### config.mk
export PLATFORM = sky130hd
export DESIGN_NAME = clfi_exec
export DESIGN_NICKNAME = d
export VERILOG_FILES = /design/src/shared/clfi_pkg.sv /design/src/clfi_exec.sv /design/src/clfi_decode.sv
export VERILOG_INCLUDE_DIRS = /design/src /design/src/shared
export SDC_FILE = /design/constraint.sdc
export NUM_CORES = 1
export LEC_CHECK = 0
export ABC_AREA = 1
export BUFFER_PORTS_ARGS = -buffer_cell sky130_fd_sc_hd__clkbuf_2
export CAP_MARGIN = 20
export CORE_AREA = 2 2 166 152
export CTS_CLUSTER_DIAMETER = 40
export DETAILED_ROUTE_END_ITERATION = 8
export DIE_AREA = 0 0 168 154
export PLACE_DENSITY = 0.56
export SLEW_MARGIN = 20
export SYNTH_ARGS = -nofsm -noshare
export SYNTH_HDL_FRONTEND = slang
export SYNTH_SLANG_ARGS = --single-unit
### constraint.sdc
create_clock -name ref_clk -period 4 [get_ports ref_clk]
set_input_delay 0.2 -clock ref_clk [delete_from_list [all_inputs] [get_ports ref_clk]]
set_output_delay 0.2 -clock ref_clk [all_outputs]
set_load 0.02 [all_outputs]
### src/shared/clfi_map.svh
// Purpose: Opcode values, field positions and reset values for the cache line flush/invalidate unit
// Assumes: 32-bit instruction words, bit 0 of the printed layout is instr[31]
// Notes:   Definitions only
`ifndef CLFI_MAP_SVH
`define CLFI_MAP_SVH

`define CLFI_PRIMARY_OP  6'h1f
`define CLFI_XO_FLUSH    10'h076
`define CLFI_XO_INVAL    10'h1f6
`define CLFI_PO_LSB      26
`define CLFI_BASE_LSB    16
`define CLFI_INDEX_LSB   11
`define CLFI_XO_LSB      1
`define CLFI_RECORD_POS  0
`define CLFI_ZERO_REG    5'h00
`define CLFI_PULSE_RST   1'b0

`endif

### src/shared/clfi_pkg.sv
// Purpose: Types shared by the cache line flush/invalidate unit
// Assumes: Register numbers are 5 bits
// Notes:   Constants live in clfi_map.svh
package clfi_pkg;

  typedef struct packed {
    logic       isFlush;
    logic       isInval;
    logic [4:0] baseRegField;
    logic [4:0] indexRegField;
    logic       recordBit;
  } clfi_dec_t;

  typedef enum logic [1:0] {
    ST_IDLE,
    ST_XLATE,
    ST_LOOKUP,
    ST_FINISH
  } clfi_state_t;

endpackage

### src/clfi_exec.sv
// Purpose: Execute cache line flush and cache line invalidate instructions
// Assumes: Pipeline holds issue until issueReady; translation and cache answer by ack
// Notes:   One instruction in flight; events are one-cycle pulses from flops
`timescale 1ns/100ps
`include "clfi_map.svh"

module clfi_exec #(
  parameter int XLEN = 32
) (
  // Clock and reset
  input  wire logic              ref_clk,
  input  wire logic              rst_n,
  // Issue from the pipeline
  input  wire logic              issueValid,
  output logic                   issueReady,
  input  wire logic [31:0]       instrWord,
  input  wire logic [XLEN-1:0]   baseRegValue,
  input  wire logic [XLEN-1:0]   indexRegValue,
  input  wire logic              dataRelocateBit,
  input  wire logic              instrRelocateBit,
  input  wire logic              supervisorState,
  // Address translation
  output logic                   xlReq,
  output logic [XLEN-1:0]        xlVirtAddr,
  output logic                   xlAsStore,
  input  wire logic              xlAck,
  input  wire logic              xlHasTranslation,
  input  wire logic              xlTlbMiss,
  input  wire logic              xlRealValid,
  input  wire logic [XLEN-1:0]   xlRealAddr,
  // Cache lookup and actions
  output logic                   cacheReq,
  output logic [XLEN-1:0]        cacheAddr,
  input  wire logic              cacheAck,
  input  wire logic              cacheIsIo,
  input  wire logic              dcPresent,
  input  wire logic              dcModified,
  input  wire logic              icPresent,
  output logic                   wbStart_r,
  output logic                   dcInval_r,
  output logic                   icInval_r,
  output logic                   refBitSet_r,
  // Retire
  output logic                   done_r,
  output logic                   baseRegWe_r,
  output logic [4:0]             baseRegIdx_r,
  output logic [XLEN-1:0]        baseRegData_r,
  output logic                   dataStorageInt_r,
  output logic                   dsisrFirstBitSet_r,
  output logic                   machineCheck_r,
  output logic                   privProgExc_r
);

  if (XLEN < 8) begin : g_bad_width
    $error("clfi_exec: XLEN below 8 is not served");
  end

  clfi_pkg::clfi_dec_t   dec;
  clfi_pkg::clfi_dec_t   cur_r;
  clfi_pkg::clfi_state_t state_r;
  logic [XLEN-1:0]       effectiveAddr_r;
  logic [XLEN-1:0]       effectiveAddrNxt;
  logic [XLEN-1:0]       realAddr_r;
  logic                  realBad_r;
  logic                  relocate_r;
  logic                  dsiFlag_r;
  logic                  privFlag_r;
  logic                  mchkFlag_r;
  logic                  accept;
  logic                  lookupDone;

  clfi_decode u_decode (
    .instrWord (instrWord),
    .dec       (dec)
  );

  // Other opcodes are never taken, so a wrong decode cannot disturb the caches
  assign issueReady = (state_r == clfi_pkg::ST_IDLE);
  assign accept     = issueValid && issueReady && (dec.isFlush || dec.isInval);
  assign effectiveAddrNxt = ((dec.baseRegField == `CLFI_ZERO_REG) ? '0 : baseRegValue)
                            + indexRegValue;
  assign lookupDone = (state_r == clfi_pkg::ST_LOOKUP) && cacheAck;

  // Handshake outputs are levels held while waiting
  assign xlReq      = (state_r == clfi_pkg::ST_XLATE);
  assign xlVirtAddr = effectiveAddr_r;
  assign xlAsStore  = cur_r.isInval;
  assign cacheReq   = (state_r == clfi_pkg::ST_LOOKUP);
  assign cacheAddr  = realAddr_r;

  // Sequencer; instruction relocate is deliberately unused once data relocate decides
  always_ff @(posedge ref_clk or negedge rst_n) begin
    if (!rst_n) begin
      state_r <= clfi_pkg::ST_IDLE;
    end else begin
      case (state_r)
        clfi_pkg::ST_IDLE: begin
          if (accept) begin
            if (dec.isInval && !supervisorState) begin
              state_r <= clfi_pkg::ST_FINISH;
            end else if (dataRelocateBit) begin
              state_r <= clfi_pkg::ST_XLATE;
            end else begin
              state_r <= clfi_pkg::ST_LOOKUP;
            end
          end
        end
        clfi_pkg::ST_XLATE: begin
          if (xlAck) begin
            state_r <= xlHasTranslation ? clfi_pkg::ST_LOOKUP : clfi_pkg::ST_FINISH;
          end
        end
        clfi_pkg::ST_LOOKUP: begin
          if (cacheAck) begin
            state_r <= clfi_pkg::ST_FINISH;
          end
        end
        default: begin
          state_r <= clfi_pkg::ST_IDLE;
        end
      endcase
    end
  end

  // Captured instruction and address
  always_ff @(posedge ref_clk or negedge rst_n) begin
    if (!rst_n) begin
      cur_r           <= '0;
      effectiveAddr_r <= '0;
      realAddr_r      <= '0;
      realBad_r       <= 1'b0;
      relocate_r      <= 1'b0;
    end else if (accept) begin
      cur_r           <= dec;
      effectiveAddr_r <= effectiveAddrNxt;
      realAddr_r      <= effectiveAddrNxt;
      realBad_r  <= 1'b0;
      relocate_r <= dataRelocateBit;
    end else if ((state_r == clfi_pkg::ST_XLATE) && xlAck) begin
      realAddr_r <= xlRealAddr;
      realBad_r  <= !xlRealValid;
    end
  end

  // Exception flags gathered over the instruction
  always_ff @(posedge ref_clk or negedge rst_n) begin
    if (!rst_n) begin
      dsiFlag_r  <= 1'b0;
      privFlag_r <= 1'b0;
      mchkFlag_r <= 1'b0;
    end else if (accept) begin
      dsiFlag_r  <= 1'b0;
      privFlag_r <= dec.isInval && !supervisorState;
      mchkFlag_r <= 1'b0;
    end else if ((state_r == clfi_pkg::ST_XLATE) && xlAck) begin
      dsiFlag_r  <= !xlHasTranslation;
    end else if (lookupDone) begin
      mchkFlag_r <= cur_r.isFlush && realBad_r && !cacheIsIo && dcPresent;
    end
  end

  // Cache actions and reference bit, one-cycle pulses
  always_ff @(posedge ref_clk or negedge rst_n) begin
    if (!rst_n) begin
      wbStart_r   <= `CLFI_PULSE_RST;
      dcInval_r   <= `CLFI_PULSE_RST;
      icInval_r   <= `CLFI_PULSE_RST;
      refBitSet_r <= `CLFI_PULSE_RST;
    end else begin
      refBitSet_r <= (state_r == clfi_pkg::ST_XLATE) && xlAck && xlTlbMiss;
      // A bad real address never reaches memory; I/O space is left alone
      if (lookupDone && !cacheIsIo && !realBad_r) begin
        wbStart_r <= cur_r.isFlush && dcPresent && dcModified;
        dcInval_r <= dcPresent;
        icInval_r <= icPresent;
      end else begin
        wbStart_r <= 1'b0;
        dcInval_r <= 1'b0;
        icInval_r <= 1'b0;
      end
    end
  end

  // Retire: base write-back and exceptions; fixed-point exception and condition
  // fields have no port, so the record bit is accepted and has no effect
  always_ff @(posedge ref_clk or negedge rst_n) begin
    if (!rst_n) begin
      done_r             <= `CLFI_PULSE_RST;
      baseRegWe_r        <= `CLFI_PULSE_RST;
      baseRegIdx_r       <= `CLFI_ZERO_REG;
      baseRegData_r      <= '0;
      dataStorageInt_r   <= `CLFI_PULSE_RST;
      dsisrFirstBitSet_r <= `CLFI_PULSE_RST;
      machineCheck_r     <= `CLFI_PULSE_RST;
      privProgExc_r      <= `CLFI_PULSE_RST;
    end else begin
      done_r             <= (state_r == clfi_pkg::ST_FINISH);
      baseRegWe_r        <= (state_r == clfi_pkg::ST_FINISH) && !dsiFlag_r && !privFlag_r
                            && (cur_r.baseRegField != `CLFI_ZERO_REG);
      baseRegIdx_r       <= cur_r.baseRegField;
      baseRegData_r      <= effectiveAddr_r;
      dataStorageInt_r   <= (state_r == clfi_pkg::ST_FINISH) && dsiFlag_r;
      dsisrFirstBitSet_r <= (state_r == clfi_pkg::ST_FINISH) && dsiFlag_r;
      machineCheck_r     <= (state_r == clfi_pkg::ST_FINISH) && mchkFlag_r;
      privProgExc_r      <= (state_r == clfi_pkg::ST_FINISH) && privFlag_r;
    end
  end

  // Checks
  addr_form_a: assert property (@(posedge ref_clk) disable iff (!rst_n)
    accept |=> effectiveAddr_r
               == (($past(dec.baseRegField) == `CLFI_ZERO_REG) ? '0 : $past(baseRegValue))
               + $past(indexRegValue))
    else $error("effective address wrong");
  decode_take_a: assert property (@(posedge ref_clk) disable iff (!rst_n)
    (issueValid && issueReady && !dec.isFlush && !dec.isInval) |=> state_r == clfi_pkg::ST_IDLE)
    else $error("foreign opcode taken");
  real_mode_a: assert property (@(posedge ref_clk) disable iff (!rst_n)
    xlReq |-> relocate_r)
    else $error("translation asked in real mode");
  base_write_a: assert property (@(posedge ref_clk) disable iff (!rst_n)
    baseRegWe_r |-> baseRegData_r == effectiveAddr_r && baseRegIdx_r != `CLFI_ZERO_REG
    && !dataStorageInt_r)
    else $error("base write-back wrong");
  dsi_status_a: assert property (@(posedge ref_clk) disable iff (!rst_n)
    (xlReq && xlAck && !xlHasTranslation) |-> ##2 (dataStorageInt_r && dsisrFirstBitSet_r
    && !baseRegWe_r))
    else $error("storage interrupt missing");
  flush_wb_a: assert property (@(posedge ref_clk) disable iff (!rst_n)
    (lookupDone && cur_r.isFlush && !realBad_r && !cacheIsIo && dcPresent && dcModified)
    |=> wbStart_r && dcInval_r)
    else $error("modified line not written back");
  mchk_raise_a: assert property (@(posedge ref_clk) disable iff (!rst_n)
    (lookupDone && cur_r.isFlush && realBad_r && !cacheIsIo && dcPresent) |-> ##2 machineCheck_r)
    else $error("machine check missing");
  ref_bit_a: assert property (@(posedge ref_clk) disable iff (!rst_n)
    (xlReq && xlAck && xlTlbMiss) |=> refBitSet_r)
    else $error("reference bit not set");
  io_noop_a: assert property (@(posedge ref_clk) disable iff (!rst_n)
    (lookupDone && cacheIsIo) |=> !wbStart_r && !dcInval_r && !icInval_r)
    else $error("cache action on I/O address");
  inval_both_a: assert property (@(posedge ref_clk) disable iff (!rst_n)
    (lookupDone && cur_r.isInval && !realBad_r && !cacheIsIo) |=> dcInval_r == $past(dcPresent)
    && icInval_r == $past(icPresent) && !wbStart_r)
    else $error("invalidate missed a cache");
  priv_block_a: assert property (@(posedge ref_clk) disable iff (!rst_n)
    (accept && dec.isInval && !supervisorState) |-> ##2 (privProgExc_r && !baseRegWe_r))
    else $error("privilege violation not trapped");

  flush_run_c: cover property (@(posedge ref_clk) disable iff (!rst_n)
    accept && dec.isFlush && dataRelocateBit ##[1:20] wbStart_r);
  inval_run_c: cover property (@(posedge ref_clk) disable iff (!rst_n)
    accept && dec.isInval ##[1:20] icInval_r);
  dsi_run_c: cover property (@(posedge ref_clk) disable iff (!rst_n) dataStorageInt_r);
  mchk_run_c: cover property (@(posedge ref_clk) disable iff (!rst_n) machineCheck_r);

endmodule

### src/clfi_decode.sv
// Purpose: Recognise the flush and invalidate instruction words and split their fields
// Assumes: Instruction word arrives decoded-ready from the pipeline
// Notes:   Purely combinational
`timescale 1ns/100ps
`include "clfi_map.svh"

module clfi_decode (
  // Instruction word
  input  wire logic [31:0]        instrWord,
  // Decoded fields
  output clfi_pkg::clfi_dec_t     dec
);

  logic [5:0] primaryOp;
  logic [9:0] extendedOp;

  assign primaryOp  = instrWord[`CLFI_PO_LSB +: 6];
  assign extendedOp = instrWord[`CLFI_XO_LSB +: 10];

  always_comb begin
    dec               = '0;
    dec.isFlush       = (primaryOp == `CLFI_PRIMARY_OP) && (extendedOp == `CLFI_XO_FLUSH);
    dec.isInval       = (primaryOp == `CLFI_PRIMARY_OP) && (extendedOp == `CLFI_XO_INVAL);
    dec.baseRegField  = instrWord[`CLFI_BASE_LSB +: 5];
    dec.indexRegField = instrWord[`CLFI_INDEX_LSB +: 5];
    dec.recordBit     = instrWord[`CLFI_RECORD_POS];
  end

endmodule

==> summary.md, run 1 <==
| Metric | Value |
|---|---|
| Port-buffer cells | 245 |
| Layout fillers | 2588 |
| Post-Synthesis Cell Area | 0.00711 mm² |
| Starting Density | 0.297 |
| Commonest cells in the netlist | 374 x nand2_1, 177 x inv_1, 123 x dfrtp_1 |
| Finish-stage setup viols | 0 |
| Leakage | 0.00575 µW |
| R2r setup slk | 1.60 ns |
| Tcrit/Tclk final | 0.719 |
| GRT Total Usage | 0.175 |
| Pwr dens | 471 mW/mm² |
| Yosys reg bits | 123 |
| CTS H-tree lvls | 4 |
| Total power | 4390 µW |
| Die Ht | 154 µm |
| Synth top area share | 0.433 |
| Final slew viol count | 0 |
| Overflow after GRT | 0 |
| Ys Warns | 0 |
| CTS root buf | clkbuf_16 |
| Final core utilization | 0.389 |
| Ys flop type | dfrtp_1 |
| CP Max Fanout | 32 |
| Async set-or-reset flop fraction in the synthesized netlist | 1.00 |
| CTS tree | done |
| Count leader, synth | nand2_1 |
| Diodes inserted | 0 |
| Post-synth top area cell | dfrtp_1 |
| Crit path DAT | 3.20 ns |
| Status | completed |
| CP endpoint kind | flop |
| Row Count | 54 |
| Share of cells above drive strength 1 | 0.229 |
| Tmin final | 2.88 ns |
| Unrepaired setup endpoints after global routing | false |
| Max VDD drop | 0.000246 V |
| Min-delay worst type | primary input to flop |
| Via density | 4.36 |
| Pin count of the biggest net entering global routing | 71 |
| CP Class | primary input to flop |
| Die width | 168 µm |
| Netlist cell types | 29 |
| Clock transition at path regs | 0.06 ns |
| DR iter-0 viols | 385 |
| TritonCTS Buffers | 17 |
| Post-route setup TNS | 0 ns |
| Synthesized area per cell | 7.01 µm² |
| Routed Antenna Nets | 0 |
| Initial antenna violation count | 0 |
| Footprint of the multi-input gates | 0.00326 mm² |
| Max Cap Viol | 0 |
| Synth top area cells | dfrtp_1 43%, nand2_1 20%, inv_1 9.3% |
| DR pass1 iterations | 5 |
| CTS Buffer Depth | 2 |
| Fmax | 348 MHz |
| IO Count | 258 |
| Area overhead of the layout relative to synthesis | 31.0% |
| DRC violation count after routing | 0 |
| Hold Fails Final Rpt | 0 |
| Slew of the pin with the lowest slew margin | 0.950 ns |
| Setup Skew | 0.00785 ns |
| First-pass GRT wire length | 35600 µm |
| Skew-Pair Late Insertion Delay | 0.40 ns |
| Post_cts resized | 0 |
| GP Congestion | 0.860 |
| Wire length per cell | 14.1 µm |
| Clk sinks | 123 |
| CP Launch Type | primary input |
| Synthesized net count | 1193 |
| Routed wire length | 22300 µm |
| Synthesized instance count | 1014 |
| Register cell area after layout | 0.00308 mm² |
| Max-slew headroom | 0.367 |
| Vias in the first global route | 6721 |
| Dpl hpwl | 17700 µm |
| Total number of vias | 6917 |
| Die footprint | 0.0259 mm² |
| Core Box Area | 0.0240 mm² |
| EDFF count, synth | 0 |
| Worst Path Required | 4.33 ns |
| Sequential-to-total area share from yosys stat | 0.433 |
| Nets | 1446 |
-- final timing paths --
check                                   start                 to  cells after the start
worst min register to register       cur_r[7]    baseRegIdx_r[1]                      0
worst max register to register     state_r[0]       cacheAddr[0]                      8
min in group asynchronous               rst_n  baseRegData_r[13]                      2
worst max-delay path            instrWord[18]      cacheAddr[28]                     18
worst min-delay path            instrWord[19]           cur_r[9]                      3
max in group asynchronous               rst_n  baseRegData_r[29]                      3
-- critical path, cell delays in order --
cell	delay, ns
dlygate4sd3_1	0.53
clkbuf_2	0.11
nor2_1	0.09
nand4_1	0.08
buf_4	0.24
nand2_1	0.09
inv_1	0.04
ha_1	0.24
fa_1	0.44
nand3_1	0.10
nand3_1	0.13
nand3_1	0.11
nand3_1	0.15
nand2_1	0.15
nand2_1	0.06
nand2_1	0.07
nand3_1	0.16
a21oi_1	0.18
-- area by class of cell --
cell class,count,share of cell area
Multi-Input combinational cell,691,0.350
Sequential cell,123,0.330
Timing Repair Buffer,256,0.143
Inverter,178,0.0717
Clock buffer,19,0.0486
Tap cell,308,0.0413
Clock inverter,13,0.0153
-- power by group --
group          total, µW  switching, µW  internal, µW
combinational       1320            872           444
sequential          1540            103          1430
clock               1540            589           954
total               4390           1560          2830
-- sequential cells by signal (all words and copies together), names as in the netlist, 2 cells and up --
signal and cells:
state_r 2, baseRegData_r 32, cacheAddr 32, cur_r 6
xlVirtAddr 32, baseRegIdx_r 5
-- metrics by stage --
| stage | setup slack (ns) | instance area, µm² | cells | hold slack, ns |
|---|---|---|---|---|
| after floorplan | 1.74 | 7110 | 1014 | -0.0956 |
| after global placement | 1.26 | 8680 | 1551 | 0.380 |
| after detailed placement | 1.25 | 8680 | 1551 | 0.389 |
| after CTS | 1.11 | 9320 | 1588 | 0.00899 |
| after global routing | 0.847 | 9320 | 1588 | 0.0150 |
| final | 1.12 | 9320 | 1588 | 0.0164 |
-- what timing repair did --
| action | in CTS | in global routing |
|---|---|---|
| buffers inserted | 0 | 0 |
| endpoints found under the hold margin | 72 | 0 |
| hold buffers | 5 | 0 |
-- layout by cell type (no fill, tap or decap) --
cell | synthesis | routed
and2_1 | 1 | 1
clkbuf_2 | 0 | 244
a21oi_1 | 44 | 44
nand3_1 | 56 | 56
o22ai_1 | 2 | 2
nor2_4 | 1 | 1
inv_1 | 177 | 177
bufinv_16 | 0 | 2
inv_2 | 1 | 1
a21o_1 | 1 | 1
a31oi_1 | 5 | 5
o211ai_2 | 1 | 1
clkinv_2 | 0 | 2
xor2_1 | 8 | 8
clkbuf_8 | 0 | 2
nor2_1 | 88 | 88
or4_1 | 1 | 1
clkinvlp_4 | 0 | 5
dfrtp_1 | 123 | 123
nand2_4 | 1 | 1
fa_1 | 1 | 1
nand4_1 | 6 | 6
clkbuf_16 | 0 | 17
or2_2 | 4 | 4
nor3_1 | 6 | 6
ha_1 | 35 | 35
nand3b_1 | 6 | 6
nor2_2 | 2 | 2
nand2_1 | 374 | 374
o21ai_1 | 10 | 10
o21bai_1 | 2 | 2
clkinv_4 | 0 | 2
dlygate4sd3_1 | 0 | 5
o21ai_0 | 36 | 36
buf_12 | 0 | 1
buf_4 | 4 | 6
inv_6 | 0 | 2
-- routing by layer --
metal	wire length, µm	share of wire	GRT usage
met1	10800	0.48	0.240
met2	10300	0.46	0.291
met3	1110	0.050	0.0309
met4	159	0.0071	0.0356
met5	0	0	0
-- cells by family after synthesis --
logic type | Yosys count | synth area share
xor+xnor | 8 | 0.00985
simple gates | 546 | 0.309
fa+ha+maj | 36 | 0.0644
compound gates | 101 | 0.0744
flops | 123 | 0.433
buf+inv | 200 | 0.109
Note: power is estimated with default switching activity, not from simulation.
==> run 2: changes to the inputs <==
PLACE_DENSITY = 0.58   (was 0.56)
clock period = 2.6 ns   (was 4 ns; I/O delays follow)
==> run 2 against run 1 <==
  * Flip-flop and latch count unchanged
  * First-iteration DRC count decreased by 6.5%
  * Critical path depth unchanged
  * Wire length increased by 3.2%
  * Largest cell class unchanged
  * Non-clock buffer count increased by 57
  * Clock power increased by 56%
  * Via count increased by 4.7%
  * Cell area increased by 10%
  * Sequential share of layout area decreased by 3.1 points
  * Power increased by 60%
  * Utilization increased by 4.0 points
==> summary.md, run 2 (synthesis results as in run 1) <==
| Metric | Value |
|---|---|
| Final slew viol count | 0 (unchanged) |
| Die width | 168 µm (unchanged) |
| DR iter-0 viols | 360 (-6.5%) |
| Top delay family on crit path | buffers and inverters |
| Setup Skew | 0.00703 ns (-0.000819 ns) |
| Min-delay worst type | primary input to flop |
| Routed Antenna Nets | 0 (unchanged) |
| First-pass GRT wire length | 35600 µm (unchanged) |
| Most frequent cells in the layout | 358 x nand2_1, 244 x clkbuf_2, 177 x inv_1 |
| Overflow after GRT | 0 (unchanged) |
| Fmax | 405 MHz |
| Final core utilization | 0.429 (+0.0402) |
| Leakage | 0.00605 µW (+5.3%) |
| Pin count of the biggest net entering global routing | 70 (-1.4%) |
| Worst Path Required | 2.88 ns (-1.45 ns) |
| Die Ht | 154 µm (unchanged) |
| Initial antenna violation count | 0 (unchanged) |
| Max VDD drop | 0.000336 V (+37%) |
| Dpl hpwl | 18200 µm (+2.6%) |
| Unrepaired setup endpoints after global routing | true |
| CTS tree | done |
| Skew-Pair Late Insertion Delay | 0.41 ns (about the same) |
| Row Count | 54 (unchanged) |
| Routed wire length | 23100 µm (+3.2%) |
| CTS Buffer Depth | 2 (unchanged) |
| Pwr dens | 685 mW/mm² (+45%) |
| CP endpoint kind | flop |
| Tmin final | 2.47 ns |
| Commonest non-fill, non-tap cell in the layout | nand2_1 |
| Post-layout instance area | 0.0103 mm² (+10%) |
| DRC violation count after routing | 0 (unchanged) |
| IO Count | 258 (unchanged) |
| CP Class | primary input to flop |
| CP Launch Type | primary input |
| Slew of the pin with the lowest slew margin | 0.449 ns (-0.501 ns) |
| Layout fillers | 2509 (-3.1%) |
| Bufs and invs on worst path | 6 (+2) |
| CTS root buf | clkbuf_16 |
| WHS Path Cells | 4 (+1) |
| Core Box Area | 0.0240 mm² (unchanged) |
| DR pass1 iterations | 4 (-1) |
| Critical Path Most Common Cell | nand3_1 |
| Reg2Reg Depth | 8 (unchanged) |
| CP Max Fanout | 3 (-91%) |
| Nets | 1503 (+3.9%) |
| Post-Place Cells | 1593 (+2.7%) |
| Placed Area | 0.00900 mm² (+3.8%) |
| Port-buffer cells | 245 (unchanged) |
| Vias in the first global route | 6903 (+2.7%) |
| GRT Total Usage | 0.175 (-0.000192) |
| Clock transition at path regs | 0.06 ns (about the same) |
| CTS H-tree lvls | 4 (unchanged) |
| Share of cells above drive strength 1 | 0.322 (+0.0935) |
| Crit-path cells | dlygate4sd3_1, clkbuf_2, inv_1, nand4_1, buf_4, nand2_1, inv_1, ha_1, fa_2, nand3_1, nand3_2, nand3_1, nand3_1, buf_4, nor2_1, nor2_1, nand2_1, a21oi_1 |
| Max Cap Viol | 0 (unchanged) |
| GP Congestion | 0.860 (about the same) |
| Final std cells w/o fill | 1645 (+3.6%) |
| Max-slew headroom | 0.700 (+0.334) |
| Diodes inserted | 0 (unchanged) |
| Status | completed |
| TritonCTS Buffers | 17 (unchanged) |
| Hold Fails Final Rpt | 0 (unchanged) |
| Area overhead of the layout relative to synthesis | 44.6% |
| Clk sinks | 123 (unchanged) |
| Via density | 4.40 (+1.1%) |
| Starting Density | 0.297 (unchanged) |
| Crit path DAT | 2.75 ns (-0.45 ns) |
| CP max stage cell | dlygate4sd3_1 |
| Total number of vias | 7244 (+4.7%) |
| Slowest cell delay on critical path | 0.54 ns (about the same) |
| Die footprint | 0.0259 mm² (unchanged) |
| Tcrit/Tclk final | 0.950 |
| Finish-stage setup viols | 0 (unchanged) |
| Crit. path cell count | 18 (unchanged) |
| Wire length per cell | 14.0 µm (-0.38%) |
[run 2: worst reg2reg max path, delay by kind of cell, from the launching register on]
kind | cells | cell delay, ns
buf+inv | 3 | 0.66
compound gates | 2 | 0.41
flops | 1 | 0.40
fa+ha+maj | 1 | 0.26
simple gates | 2 | 0.22
[run 2: stage by stage]
step | setup TNS (ns) | power (µW) | setup slack [ns] | hold slack (ns)
global placement | 0 | 4470 | 0.109 | 0.0466
global route | -0.124 | 7490 | -0.0432 | 0.0378
CTS | 0 | 6980 | 0.00713 | 0.0141
floorplan | 0 | 3670 | 0.413 | -0.166
detailed placement | 0 | 4520 | 0.119 | 0.0447
finish | 0 | 7050 | 0.131 | 0.0326
[run 2: worst paths after layout]
kind / start / to / slack (ns)
setup / recovery: instrWord[16] / cacheAddr[12] / 0.13
hold / removal: cacheIsIo / dcInval_r / 0.03
setup reg to reg: state_r[0] / cacheAddr[25] / 0.57
hold reg to reg: cur_r[8] / baseRegIdx_r[2] / 0.39
max in group asynchronous: rst_n / cacheAddr[23] / 1.72
min in group asynchronous: rst_n / baseRegData_r[13] / 0.17
[run 2: area by class of cell]
| type | count | area [µm²] | area share |
|---|---|---|---|
| clock inverter | 14 | 171 | 0.0167 |
| tap | 308 | 385 | 0.0375 |
| clock buffer | 18 | 429 | 0.0417 |
| multi-input combinational | 691 | 3740 | 0.364 |
| sequential | 123 | 3080 | 0.299 |
| timing repair buffer | 313 | 1810 | 0.176 |
| inverter | 178 | 668 | 0.0650 |
[run 2: metal layers]
layer | part of all wire | vias up | track usage
li1 | - | 3722 | -
met1 | 0.48 | 3304 | 0.237
met2 | 0.47 | 202 | 0.294
met3 | 0.042 | 16 | 0.0278
met4 | 0.0092 | 0 | 0.0398
met5 | 0 | - | 0
[run 2: where the power goes]
group	internal (µW)	switching (µW)	total [µW]
Combinational	850	1430	2280
Clock	1510	893	2410
Sequential	2200	162	2370
[run 2: repair_timing]
item | in CTS | in global routing
setup endpoints to repair | 0 | 47
hold endpoints to repair | 40 | 0
gates resized for setup | 0 | 107
setup buffers | 0 | 2
hold buffers | 18 | 0
